File: config.mk
export PLATFORM = sky130hd
export DESIGN_NAME = pps_sequencer
export DESIGN_NICKNAME = d
export VERILOG_FILES = /design/src/hdl/pps_pkg.sv /design/src/hdl/pps_sequencer.sv
export SDC_FILE = /design/constraint.sdc
export NUM_CORES = 1
export LEC_CHECK = 0
export BUFFER_PORTS_ARGS = -buffer_cell sky130_fd_sc_hd__buf_2
export CELL_PAD_IN_SITES_DETAIL_PLACEMENT = 2
export CELL_PAD_IN_SITES_GLOBAL_PLACEMENT = 2
export CORE_MARGIN = 2
export CORE_UTILIZATION = 35
export CTS_CLUSTER_DIAMETER = 200
export DETAILED_ROUTE_END_ITERATION = 8
export MAX_ROUTING_LAYER = met4
export PLACE_DENSITY_LB_ADDON = 0.1
export SLEW_MARGIN = 20
export SYNTH_ARGS = -nofsm -noshare
export SYNTH_HDL_FRONTEND = slang
export SYNTH_SLANG_ARGS = --single-unit
File: constraint.sdc
create_clock -name pclk -period 3.5 [get_ports pclk]
set_clock_uncertainty 0.2 [all_clocks]
set_input_delay 0.175 -clock pclk [delete_from_list [all_inputs] [get_ports pclk]]
set_output_delay 0.175 -clock pclk [all_outputs]
set_load 0.005 [all_outputs]
File: src/hdl/pps_pkg.sv
package pps_pkg;
  // ==========================================================
  // Register indices (byte address is four times the index)
  localparam logic [7:0] IDX_B3_VOUT = 8'h00;
  localparam logic [7:0] IDX_B1_VOUT = 8'h01;
  localparam logic [7:0] IDX_B2_VOUT = 8'h02;
  localparam logic [7:0] IDX_SLEEP_LVL = 8'h09;
  localparam logic [7:0] IDX_BUCK_CTRL = 8'h0a;
  localparam logic [7:0] IDX_STATUS = 8'h10;
  // ==========================================================
  // Buck control fields
  localparam int CTRL_B1EN_BIT = 0;
  localparam int CTRL_B2EN_BIT = 1;
  localparam int CTRL_FFF_LSB = 2;
  localparam logic [4:0] CTRL_RST = 5'h03;
  // ==========================================================
  // Voltage codes (plain values, one step per code)
  localparam logic [7:0] VOUT_B1_3V0 = 8'h3c;
  localparam logic [7:0] VOUT_B2_3V0 = 8'h3c;
  localparam logic [7:0] VOUT_B2_1V8 = 8'h24;
  localparam logic [7:0] VOUT_B3_1V2 = 8'h18;
  localparam logic [7:0] VOUT_B3_1V0 = 8'h14;
  localparam logic [7:0] SLEEP_LVL_RST = 8'h10;
  // ==========================================================
  // Timing
  localparam int CLK_HZ = 50_000_000;
  localparam int T_DECIDE_MS = 15;
  localparam int T_STEP_MS = 2;
  localparam int T_ARM_S = 1;
  localparam int T_SS_STEP_US = 50;
  localparam int CYC_DECIDE = T_DECIDE_MS * (CLK_HZ / 1000);
  localparam int CYC_STEP = T_STEP_MS * (CLK_HZ / 1000);
  localparam int CYC_ARM = T_ARM_S * CLK_HZ;
  localparam int CYC_SS_STEP = T_SS_STEP_US * (CLK_HZ / 1_000_000);
  // ==========================================================
  // Sequencer and switch phase states
  typedef enum logic [3:0] {
    S_OFF, S_DECIDE, S_LDO, S_B1, S_B2, S_RUN,
    S_SLP_B3, S_SLP_B2, S_SLEEP, S_WAKE, S_FAULT
  } pps_seq_type;
  typedef enum logic [1:0] {PH_IDLE, PH_HS, PH_LS} pps_ph_type;
endpackage

File: src/hdl/pps_sequencer.sv
`timescale 1ns/100ps
`default_nettype none
// Functional notes
// - Light-load: high side on below upper threshold, low side until zero current, then idle.
// - Idle light-load restarts switching when output drops below lower threshold.
// - Output below second lower threshold in light-load forces fixed-frequency operation.
// - Switch current limit rises in steps during each buck's start-up.
// - Short circuit: hold low side until current below low threshold before next cycle.
// - Bypass monitored while enabled; dropped above 3.5 V (buck one) or 2.6 V (two).
// - Bypass uses extra parallel switch plus high side on buck one, high side only on two.
// - Dropout: high side held fully on, no switching.
// - Any buck below 85 percent shuts other outputs; restart once condition clears.
// - Wait 15 ms after lockout release before choosing buck configuration.
// - Input below 3.6 V at start: bucks one and two in bypass, else regulate.
// - Start order: linear regulator, 2 ms, buck one, 2 ms, buck two, 2 ms, buck three.
// - No enable input; power-up starts automatically, linear regulator stays on.
// - Host may disable bucks one and two through per-buck enable bits.
// - Reset pin low returns every register, voltage settings included, to default.
// - Sleep request disables bucks one, two and moves buck three to sleep level.
// - Sleep entry: buck three to sleep level, 2 ms, buck two off, 2 ms, buck one off.
// - Sleep request ignored until 1 s after power-up.
// - Bucks one and two already off at sleep: buck three keeps its level.
// - Disabled bucks one and two have their outputs pulled to ground.
// - Wake: buck one restored, 2 ms later bucks two and three restored together.
// - Voltage-select inputs sampled only at start-up.
// - Lockout forces reset of all state; recovery starts a new power-up.
module pps_sequencer
  import pps_pkg::*;
#(
  parameter int DECIDE_CYC = CYC_DECIDE,
  parameter int STEP_CYC = CYC_STEP,
  parameter int ARM_CYC = CYC_ARM,
  parameter int SS_CYC = CYC_SS_STEP,
  parameter int ILIM_W = 3
) (
  // APB
  input wire logic pclk,
  input wire logic presetn,
  input wire logic psel,
  input wire logic penable,
  input wire logic pwrite,
  input wire logic [11:0] paddr,
  input wire logic [31:0] pwdata,
  output logic [31:0] prdata,
  output logic pready,
  output logic pslverr,
  // Supply and host pins
  input wire logic vin_above_uvlo,
  input wire logic reset_pin_n,
  input wire logic sleep_request,
  input wire logic buck2_voltage_select,
  input wire logic buck3_voltage_select,
  input wire logic vin_below_3v6,
  input wire logic vin_above_3v5,
  input wire logic vin_above_2v6,
  // Per-buck analog comparators, bit i is buck i+1
  input wire logic [2:0] fb_above_hi,
  input wire logic [2:0] fb_below_lo,
  input wire logic [2:0] fb_below_lo2,
  input wire logic [2:0] il_zero,
  input wire logic [2:0] il_below_low,
  input wire logic [2:0] light_load,
  input wire logic [2:0] pwm_on_req,
  input wire logic [2:0] short_det,
  input wire logic [2:0] dropout_req,
  input wire logic [2:0] out_of_reg,
  // Power stage controls
  output logic ldo_en,
  output logic [2:0] buck_en,
  output logic [2:0] hs_on,
  output logic [2:0] ls_on,
  output logic bypass_fet_on,
  output logic [1:0] discharge_on,
  output logic [2:0] pfm_mode,
  output logic [3*ILIM_W-1:0] ilim_step,
  output logic [7:0] b1_vout,
  output logic [7:0] b2_vout,
  output logic [7:0] b3_vout
);
  // ==========================================================
  // Soft reset from the reset pin and supply lockout
  logic srst;
  assign srst = !reset_pin_n || !vin_above_uvlo;

  function automatic logic [11:0] baddr(input logic [7:0] idx);
    baddr = {2'h0, idx, 2'h0};
  endfunction

  // ==========================================================
  // Registers
  logic [4:0] ctrl_ff;
  logic [7:0] sleep_lvl_ff, vb1_ff, vb2_ff, vb3_ff;
  logic [1:0] bypass_ff;
  logic [2:0] pfm_ff, short_ff;
  pps_seq_type st_ff, nxt_st;
  pps_ph_type ph_ff [3];
  logic [31:0] cnt_ff, arm_cnt_ff;
  logic armed_ff, b3_slp_ff, b2_down_ff;
  logic wr, done;
  assign wr = psel && penable && pwrite && pready;

  always_ff @(posedge pclk or negedge presetn) begin
    if (!presetn) begin
      ctrl_ff <= CTRL_RST;
      sleep_lvl_ff <= SLEEP_LVL_RST;
      vb1_ff <= VOUT_B1_3V0;
      vb2_ff <= VOUT_B2_3V0;
      vb3_ff <= VOUT_B3_1V2;
    end else if (srst) begin
      ctrl_ff <= CTRL_RST;
      sleep_lvl_ff <= SLEEP_LVL_RST;
      vb1_ff <= VOUT_B1_3V0;
      vb2_ff <= VOUT_B2_3V0;
      vb3_ff <= VOUT_B3_1V2;
    end else if (st_ff == S_DECIDE && done) begin
      // Selects are looked at once here and never again
      vb2_ff <= buck2_voltage_select ? VOUT_B2_3V0 : VOUT_B2_1V8;
      vb3_ff <= buck3_voltage_select ? VOUT_B3_1V2 : VOUT_B3_1V0;
    end else if (wr) begin
      case (paddr)
        baddr(IDX_BUCK_CTRL): ctrl_ff <= pwdata[4:0];
        baddr(IDX_SLEEP_LVL): sleep_lvl_ff <= pwdata[7:0];
        baddr(IDX_B1_VOUT): vb1_ff <= pwdata[7:0];
        baddr(IDX_B2_VOUT): vb2_ff <= pwdata[7:0];
        baddr(IDX_B3_VOUT): vb3_ff <= pwdata[7:0];
        default: ;
      endcase
    end
  end

  // ==========================================================
  // APB answer: zero wait states, error on unmapped address
  logic mapped;
  logic [31:0] rdata;
  always_comb begin
    mapped = 1'b1;
    rdata = 32'h0;
    case (paddr)
      baddr(IDX_BUCK_CTRL): rdata = {27'h0, ctrl_ff};
      baddr(IDX_SLEEP_LVL): rdata = {24'h0, sleep_lvl_ff};
      baddr(IDX_B1_VOUT): rdata = {24'h0, vb1_ff};
      baddr(IDX_B2_VOUT): rdata = {24'h0, vb2_ff};
      baddr(IDX_B3_VOUT): rdata = {24'h0, vb3_ff};
      baddr(IDX_STATUS): rdata = {18'h0, armed_ff, b3_slp_ff, short_ff, pfm_ff,
                                  bypass_ff, st_ff};
      default: mapped = 1'b0;
    endcase
  end

  always_ff @(posedge pclk or negedge presetn) begin
    if (!presetn) begin
      pready <= 1'b0;
      pslverr <= 1'b0;
      prdata <= 32'h0;
    end else begin
      pready <= psel && !penable;
      pslverr <= psel && !penable && !mapped;
      if (psel && !penable && !pwrite) begin
        prdata <= rdata;
      end
    end
  end

  // ==========================================================
  // Delay counter, restarts on every state change
  assign done = (st_ff == S_DECIDE) ? cnt_ff >= 32'(DECIDE_CYC - 1)
                                    : cnt_ff >= 32'(STEP_CYC - 1);

  always_ff @(posedge pclk or negedge presetn) begin
    if (!presetn) begin
      cnt_ff <= 32'h0;
    end else if (srst || nxt_st != st_ff) begin
      cnt_ff <= 32'h0;
    end else if (!done) begin
      cnt_ff <= cnt_ff + 32'h1;
    end
  end

  // Sleep pin is only honoured once the power-up hold-off expires
  always_ff @(posedge pclk or negedge presetn) begin
    if (!presetn) begin
      arm_cnt_ff <= 32'h0;
      armed_ff <= 1'b0;
    end else if (srst) begin
      arm_cnt_ff <= 32'h0;
      armed_ff <= 1'b0;
    end else if (!armed_ff) begin
      arm_cnt_ff <= arm_cnt_ff + 32'h1;
      armed_ff <= arm_cnt_ff >= 32'(ARM_CYC - 2);
    end
  end

  // ==========================================================
  // Main sequencer
  logic slp, en_b1, en_b2;
  assign slp = sleep_request && armed_ff;
  assign en_b1 = ctrl_ff[CTRL_B1EN_BIT];
  assign en_b2 = ctrl_ff[CTRL_B2EN_BIT];

  always_comb begin
    nxt_st = st_ff;
    case (st_ff)
      S_OFF: nxt_st = S_DECIDE;
      S_DECIDE: if (done) nxt_st = S_LDO;
      S_LDO: if (done) nxt_st = S_B1;
      S_B1: if (done) nxt_st = S_B2;
      S_B2: if (done) nxt_st = S_RUN;
      S_RUN: begin
        if (|(out_of_reg & buck_en)) begin
          nxt_st = S_FAULT;
        end else if (slp) begin
          nxt_st = (en_b1 || en_b2) ? S_SLP_B3 : S_SLEEP;
        end
      end
      // A step always runs its full delay before reversing
      S_SLP_B3: if (done) nxt_st = slp ? S_SLP_B2 : S_WAKE;
      S_SLP_B2: if (done) nxt_st = slp ? S_SLEEP : S_WAKE;
      S_SLEEP: if (!slp) nxt_st = S_WAKE;
      S_WAKE: if (done) nxt_st = slp ? S_SLP_B3 : S_RUN;
      S_FAULT: if (!(|out_of_reg)) nxt_st = S_LDO;
      default: nxt_st = S_OFF;
    endcase
  end

  always_ff @(posedge pclk or negedge presetn) begin
    if (!presetn) begin
      st_ff <= S_OFF;
    end else if (srst) begin
      st_ff <= S_OFF;
    end else begin
      st_ff <= nxt_st;
    end
  end

  // Sleep bookkeeping: buck three level and whether buck two went down
  always_ff @(posedge pclk or negedge presetn) begin
    if (!presetn) begin
      b3_slp_ff <= 1'b0;
      b2_down_ff <= 1'b0;
    end else if (srst || nxt_st == S_RUN || nxt_st == S_FAULT) begin
      b3_slp_ff <= 1'b0;
      b2_down_ff <= 1'b0;
    end else begin
      if (st_ff == S_RUN && nxt_st == S_SLP_B3) begin
        b3_slp_ff <= 1'b1;
      end
      if (nxt_st == S_SLP_B2 && st_ff != S_SLP_B2) begin
        b2_down_ff <= 1'b1;
      end
    end
  end

  // ==========================================================
  // Buck enables and outputs
  logic [2:0] nxt_en;
  always_comb begin
    nxt_en = 3'h0;
    case (st_ff)
      S_B1: nxt_en = {2'b00, en_b1};
      S_B2: nxt_en = {1'b0, en_b2, en_b1};
      S_RUN, S_SLP_B3: nxt_en = {1'b1, en_b2, en_b1};
      S_SLP_B2: nxt_en = {1'b1, 1'b0, en_b1};
      S_SLEEP: nxt_en = 3'b100;
      S_WAKE: nxt_en = {1'b1, en_b2 && !b2_down_ff, en_b1};
      default: nxt_en = 3'h0;
    endcase
  end

  always_ff @(posedge pclk or negedge presetn) begin
    if (!presetn) begin
      ldo_en <= 1'b0;
      buck_en <= 3'h0;
      discharge_on <= 2'b11;
      b1_vout <= VOUT_B1_3V0;
      b2_vout <= VOUT_B2_3V0;
      b3_vout <= VOUT_B3_1V2;
    end else begin
      ldo_en <= st_ff != S_OFF && st_ff != S_DECIDE;
      buck_en <= nxt_en;
      discharge_on <= ~nxt_en[1:0];
      b1_vout <= vb1_ff;
      b2_vout <= vb2_ff;
      b3_vout <= b3_slp_ff ? sleep_lvl_ff : vb3_ff;
    end
  end

  // ==========================================================
  // Bypass decision: taken at start-up, only ever released later
  always_ff @(posedge pclk or negedge presetn) begin
    if (!presetn) begin
      bypass_ff <= 2'b00;
    end else if (srst) begin
      bypass_ff <= 2'b00;
    end else if (st_ff == S_DECIDE && done) begin
      bypass_ff <= {2{vin_below_3v6}};
    end else begin
      if (buck_en[0] && vin_above_3v5) bypass_ff[0] <= 1'b0;
      if (buck_en[1] && vin_above_2v6) bypass_ff[1] <= 1'b0;
    end
  end

  // ==========================================================
  // Per-buck switch control
  logic [2:0] fff;
  assign fff = ctrl_ff[CTRL_FFF_LSB +: 3];

  always_ff @(posedge pclk or negedge presetn) begin
    if (!presetn) begin
      pfm_ff <= 3'h0;
      short_ff <= 3'h0;
      hs_on <= 3'h0;
      ls_on <= 3'h0;
      bypass_fet_on <= 1'b0;
      pfm_mode <= 3'h0;
      for (int i = 0; i < 3; i++) begin
        ph_ff[i] <= PH_IDLE;
      end
    end else begin
      bypass_fet_on <= buck_en[0] && bypass_ff[0];
      pfm_mode <= pfm_ff;
      for (int i = 0; i < 3; i++) begin
        if (!buck_en[i]) begin
          pfm_ff[i] <= 1'b0;
          short_ff[i] <= 1'b0;
          ph_ff[i] <= PH_IDLE;
          hs_on[i] <= 1'b0;
          ls_on[i] <= 1'b0;
        end else if (i < 2 && bypass_ff[i]) begin
          hs_on[i] <= 1'b1;
          ls_on[i] <= 1'b0;
        end else if (short_ff[i] || short_det[i]) begin
          // Low side held until current decays, stopping runaway
          hs_on[i] <= 1'b0;
          ls_on[i] <= !il_below_low[i];
          short_ff[i] <= !il_below_low[i];
          ph_ff[i] <= PH_IDLE;
        end else if (dropout_req[i]) begin
          hs_on[i] <= 1'b1;
          ls_on[i] <= 1'b0;
        end else if (pfm_ff[i]) begin
          if (fb_below_lo2[i] || fff[i]) begin
            pfm_ff[i] <= 1'b0;
          end
          case (ph_ff[i])
            PH_IDLE: if (fb_below_lo[i]) ph_ff[i] <= PH_HS;
            PH_HS: if (fb_above_hi[i]) ph_ff[i] <= PH_LS;
            PH_LS: if (il_zero[i]) ph_ff[i] <= fb_above_hi[i] ? PH_IDLE : PH_HS;
            default: ph_ff[i] <= PH_IDLE;
          endcase
          hs_on[i] <= ph_ff[i] == PH_HS;
          ls_on[i] <= ph_ff[i] == PH_LS;
        end else begin
          if (light_load[i] && !fff[i]) begin
            pfm_ff[i] <= 1'b1;
          end
          // Entering light load below the upper threshold starts on the high side
          ph_ff[i] <= fb_above_hi[i] ? PH_IDLE : PH_HS;
          hs_on[i] <= pwm_on_req[i];
          ls_on[i] <= !pwm_on_req[i];
        end
      end
    end
  end

  // ==========================================================
  // Soft start: current limit climbs one step per interval
  logic [31:0] ss_cnt_ff [3];
  always_ff @(posedge pclk or negedge presetn) begin
    if (!presetn) begin
      ilim_step <= '0;
      for (int i = 0; i < 3; i++) begin
        ss_cnt_ff[i] <= 32'h0;
      end
    end else begin
      for (int i = 0; i < 3; i++) begin
        if (!buck_en[i]) begin
          ilim_step[i*ILIM_W +: ILIM_W] <= '0;
          ss_cnt_ff[i] <= 32'h0;
        end else if (ilim_step[i*ILIM_W +: ILIM_W] != {ILIM_W{1'b1}}) begin
          if (ss_cnt_ff[i] >= 32'(SS_CYC - 1)) begin
            ss_cnt_ff[i] <= 32'h0;
            ilim_step[i*ILIM_W +: ILIM_W] <=
              ilim_step[i*ILIM_W +: ILIM_W] + ILIM_W'(1);
          end else begin
            ss_cnt_ff[i] <= ss_cnt_ff[i] + 32'h1;
          end
        end
      end
    end
  end
endmodule
`default_nettype wire

==> out/metrics.sh <==
POST_SYNTH_INST_COUNT=1421
SYNTHESIS.AREA_MM2=0.0136
FINALWORSTPATHREQUIREDPERIOD_NS=3.34
CRIT_PATH_START='cnt_ff[14]'
FLOW.AREA_GROWTH_FROM_SYNTHESIS_PCT=23.3
WORST_SETUP_PATH_START_KIND='flip-flop'
RESULT_OF_THE_RUN='finished, final reports clean'
SYNTH_EDF_COUNT=0
GRT_SETUP_UNREPAIRED='false'
POST_DP_CELL_AREA_MM2=0.0150
DR_TOTAL_VIAS=11473
SYNTH_AREA_LEADER_CELL='sky130_fd_sc_hd__dfrtp_1'
M1WIRELENGTH_UM=19600
CRITICAL_PATH_REQUIRED_NS=3.76
TIMING.REG2REG.SETUP_SLACK_NS=0.16
POST_SYNTH.CELL_AREA_AVG_UM2=9.54
SYNTH_SEQ_AREA_SHARE=0.524
FIRST_PASS_ITERS=4
N_ANTENNA_CELL=0
SYNTH_TOP_FLOP_CELL='sky130_fd_sc_hd__dfrtp_1'
WORST_PIN_SLEW_NS=1.09
FINISH.NET_COUNT=1743
DETAIL_ROUTE.VIAS_PER_CELL=5.24
DRT.ANTENNA.VIOLATING_NETS=0
DIE-AREA_MM2=0.0403
GRT_PASS1_WL_UM=70800
DRIVE_GT1_FRAC=0.167
FIRST_GLOBAL_VIAS=12773
LEAKAGEPOWER_uW=0.00738
POSTCTSSETUPBUFFERS=0
CRIT_TYPE='reg -> reg'
DIE_Y_UM=201
GLOBAL_ROUTE.USAGE.TOTAL=0.225
CRIT_FANOUT=5
CHIPWIDTH_UM=201
PLACE.PORT_BUFFERS=127
SYNTH-ASYNC-RESET-RATIO=1.00
CLK_PIN_SLEW_NS=0.05
CTS_HTREE_LEVELS=2
CTS_ROOT_BUF='sky130_fd_sc_hd__clkbuf_16'
TIMING.MAX_SLEW.REL_SLACK=0.274
TIMING.FMAX_MHz=299
TIMING.FINAL.SETUP_VIOLATIONS=0
OVERFLOW=0
REPLACE_CONGESTION=0.779
NUMBER_OF_BUFFERS_ON_THE_LONGEST_CLOCK_PATH=3
SYNTH.AREA.TOP_CELLS='sky130_fd_sc_hd__dfrtp_1 48%, sky130_fd_sc_hd__nor2_1 7.0%, sky130_fd_sc_hd__dfstp_2 4.8%'
POST_SYNTHESIS_REGISTER_BIT_COUNT=283
ROUTE.FINAL.WIRE_LENGTH_UM=42800
FINAL_MIN_PERIOD_OVER_CLOCK_PERIOD=0.954
WORSTHOLDPATHTYPE='in -> async'
SYNTH.TOP_CELL.AREA_SHARE=0.476
POST-ROUTE-WORST-SETUP-SLACK_NS=0.161
LAYOUT.CELLS.MOST_COMMON='sky130_fd_sc_hd__dfrtp_1'
ROUTED.TOP_LAYER='met4'
WORSTSETUPENDPOINTTYPE='flip-flop'
MET3_LENGTH_UM=1070
ROUTE.MET2.WL_UM=21200
STD_CELL_ROWS=72
YOSYS.CELL_TYPES.COUNT=71
TIMING.SETUP.TNS_NS=0
MOST-COMMON-LAYOUT-CELLS='258 x sky130_fd_sc_hd__dfrtp_1, 252 x sky130_fd_sc_hd__nor2_1, 148 x sky130_fd_sc_hd__nand2_1'
DRV.MAX_CAP_VIOLATION_COUNT=0
R2R-END='b2_down_ff'
POST-ROUTE-DRC-COUNT=0
MAXIMUM_NUMBER_OF_PINS_ON_ONE_NET_BEFORE_GLOBAL_ROUTE_REPAIR=74
DESIGN.PORTCOUNT=170
HOLD-WORST-SLACK_NS=0.0243
YS_WARN_COUNT=0
CRIT_ARRIVAL_NS=3.60
INITIAL_ANTENNA_VIOLATION_COUNT=1
RR_STARTPOINT='cnt_ff[14]'
HOLD_VIOL_FINAL=0
VDD.IR_DROP.WORST_uV=252
DESIGN_AREA_MM2=0.0167
CLOCK_LATENCY_NS=0.54
DP.FINAL_HPWL_UM=29000
R2R.WORST_PATH.CELLS=8
TRITONCTS='yes'
CORE_AREA_MM2=0.0385
DRT_FIRST_ITER_VIOLATIONS=421
DPL_WORST_SLACK_NS=0.162
AVGROUTEDWIREPERCELL_UM=19.6
POWERDENSITY_mW_PER_MM2=424
CLOCK-SINKS=283
WORSTSETUPENDPOINT='b2_down_ff'
TIMING.FINAL.MAX_SLEW_VIOLATIONS=0
INITIAL_UTIL=0.353
INSERTED_CLOCK_BUFFERS=35
==> critical path, stage by stage (launching register included) <==
cell and delay (ns):
sky130_fd_sc_hd__dfrtp_1 0.44, sky130_fd_sc_hd__or4_1 0.56, sky130_fd_sc_hd__o211a_1 0.29, sky130_fd_sc_hd__or3_4 0.40, sky130_fd_sc_hd__a211oi_4 0.36, sky130_fd_sc_hd__o211ai_2 0.16, sky130_fd_sc_hd__a21boi_0 0.21, sky130_fd_sc_hd__or4b_1 0.52
sky130_fd_sc_hd__a21oi_1 0.14
==> cell families (layout without fill, tap and decap cells) <==
family | Yosys count | count (layout) | synth area share
DFF | 283 | 283 | 0.524
buffers and inverters | 114 | 346 | 0.0370
muxes | 54 | 54 | 0.0410
adders and majority gates | 12 | 12 | 0.0111
AOI/OAI and AO/OA | 213 | 213 | 0.103
and+or+nand+nor | 659 | 659 | 0.228
other | 1 | 18 | 0.000277
xor gates and xnor gates | 85 | 85 | 0.0549
==> registers in the layout, summed over array words and instances, names as in the netlist, 5 cells and up <==
register	flops
b3_vout	8
vb3_ff	8
vb2_ff	8
ctrl_ff	5
b1_vout	8
b2_vout	8
cnt_ff	32
ph_ff	6
ilim_step	9
ss_cnt_ff	96
prdata	14
vb1_ff	8
sleep_lvl_ff	8
arm_cnt_ff	32
==> power by group <==
| part | total (uW) | internal, uW | leakage (uW) | switching [uW] |
|---|---|---|---|---|
| registers | 3280 | 3280 | 0.00386 | 4.67 |
| logic | 275 | 99.6 | 0.00295 | 176 |
| clock network | 3530 | 2110 | 0.000564 | 1430 |
==> metrics by stage <==
step,util,power [uW],instances
3_3_place_gp,0.390,3570,2067
2_1_floorplan,-,3420,1438
4_1_cts,0.434,7210,2188
3_5_place_dp,0.390,3570,2067
5_1_grt,0.435,7370,2188
6_report,0.435,7090,2188
==> cell usage after synthesis (31+ instances only) <==
cell type / number
sky130_fd_sc_hd__dfrtp_1: 258
sky130_fd_sc_hd__nor2_1: 252
sky130_fd_sc_hd__nand2_1: 149
sky130_fd_sc_hd__nand3_1: 66
sky130_fd_sc_hd__inv_1: 53
sky130_fd_sc_hd__o21ai_0: 52
sky130_fd_sc_hd__a21oi_1: 45
sky130_fd_sc_hd__xor2_1: 44
sky130_fd_sc_hd__mux2i_1: 42
sky130_fd_sc_hd__xnor2_1: 41
sky130_fd_sc_hd__clkbuf_1: 38
sky130_fd_sc_hd__nor3_1: 31
==> worst min path at each step <==
| stage | to | slack (ns) |
|---|---|---|
| after global placement | ph_ff[2] | 0.001 |
| after CTS | b3_vout[2] | 0.02 |
| final | prdata[7] | 0.02 |
| after detailed placement | prdata[7] | -0.0003 |
| after global routing | ph_ff[2] | 0.06 |
| after floorplan | arm_cnt_ff[0] | -0.32 |
==> final cells by class <==
| class | instances | area (um2) |
|---|---|---|
| repair buffers | 230 | 1600 |
| clock buffers | 54 | 1070 |
| well taps | 518 | 648 |
| flip-flops and latches | 283 | 7110 |
| clock inverters | 9 | 60.1 |
| fillers | 4188 | 21700 |
| multi-input cells | 1041 | 6030 |
| inverters | 53 | 199 |
==> routing by layer <==
layer | vias to the layer above | track usage
met5 | - | -
met4 | 0 | 0.0548
met3 | 68 | 0.0325
met2 | 136 | 0.381
met1 | 5905 | 0.285
li1 | 5364 | -
==> timing repair <==
item                                    4_1_cts  5_1_grt
endpoints found under the setup margin        0       20
hold endpoints to repair                    341        0
gates resized for setup                       0        3
hold buffers                                 58        0
(Power assumes the default switching activity.)
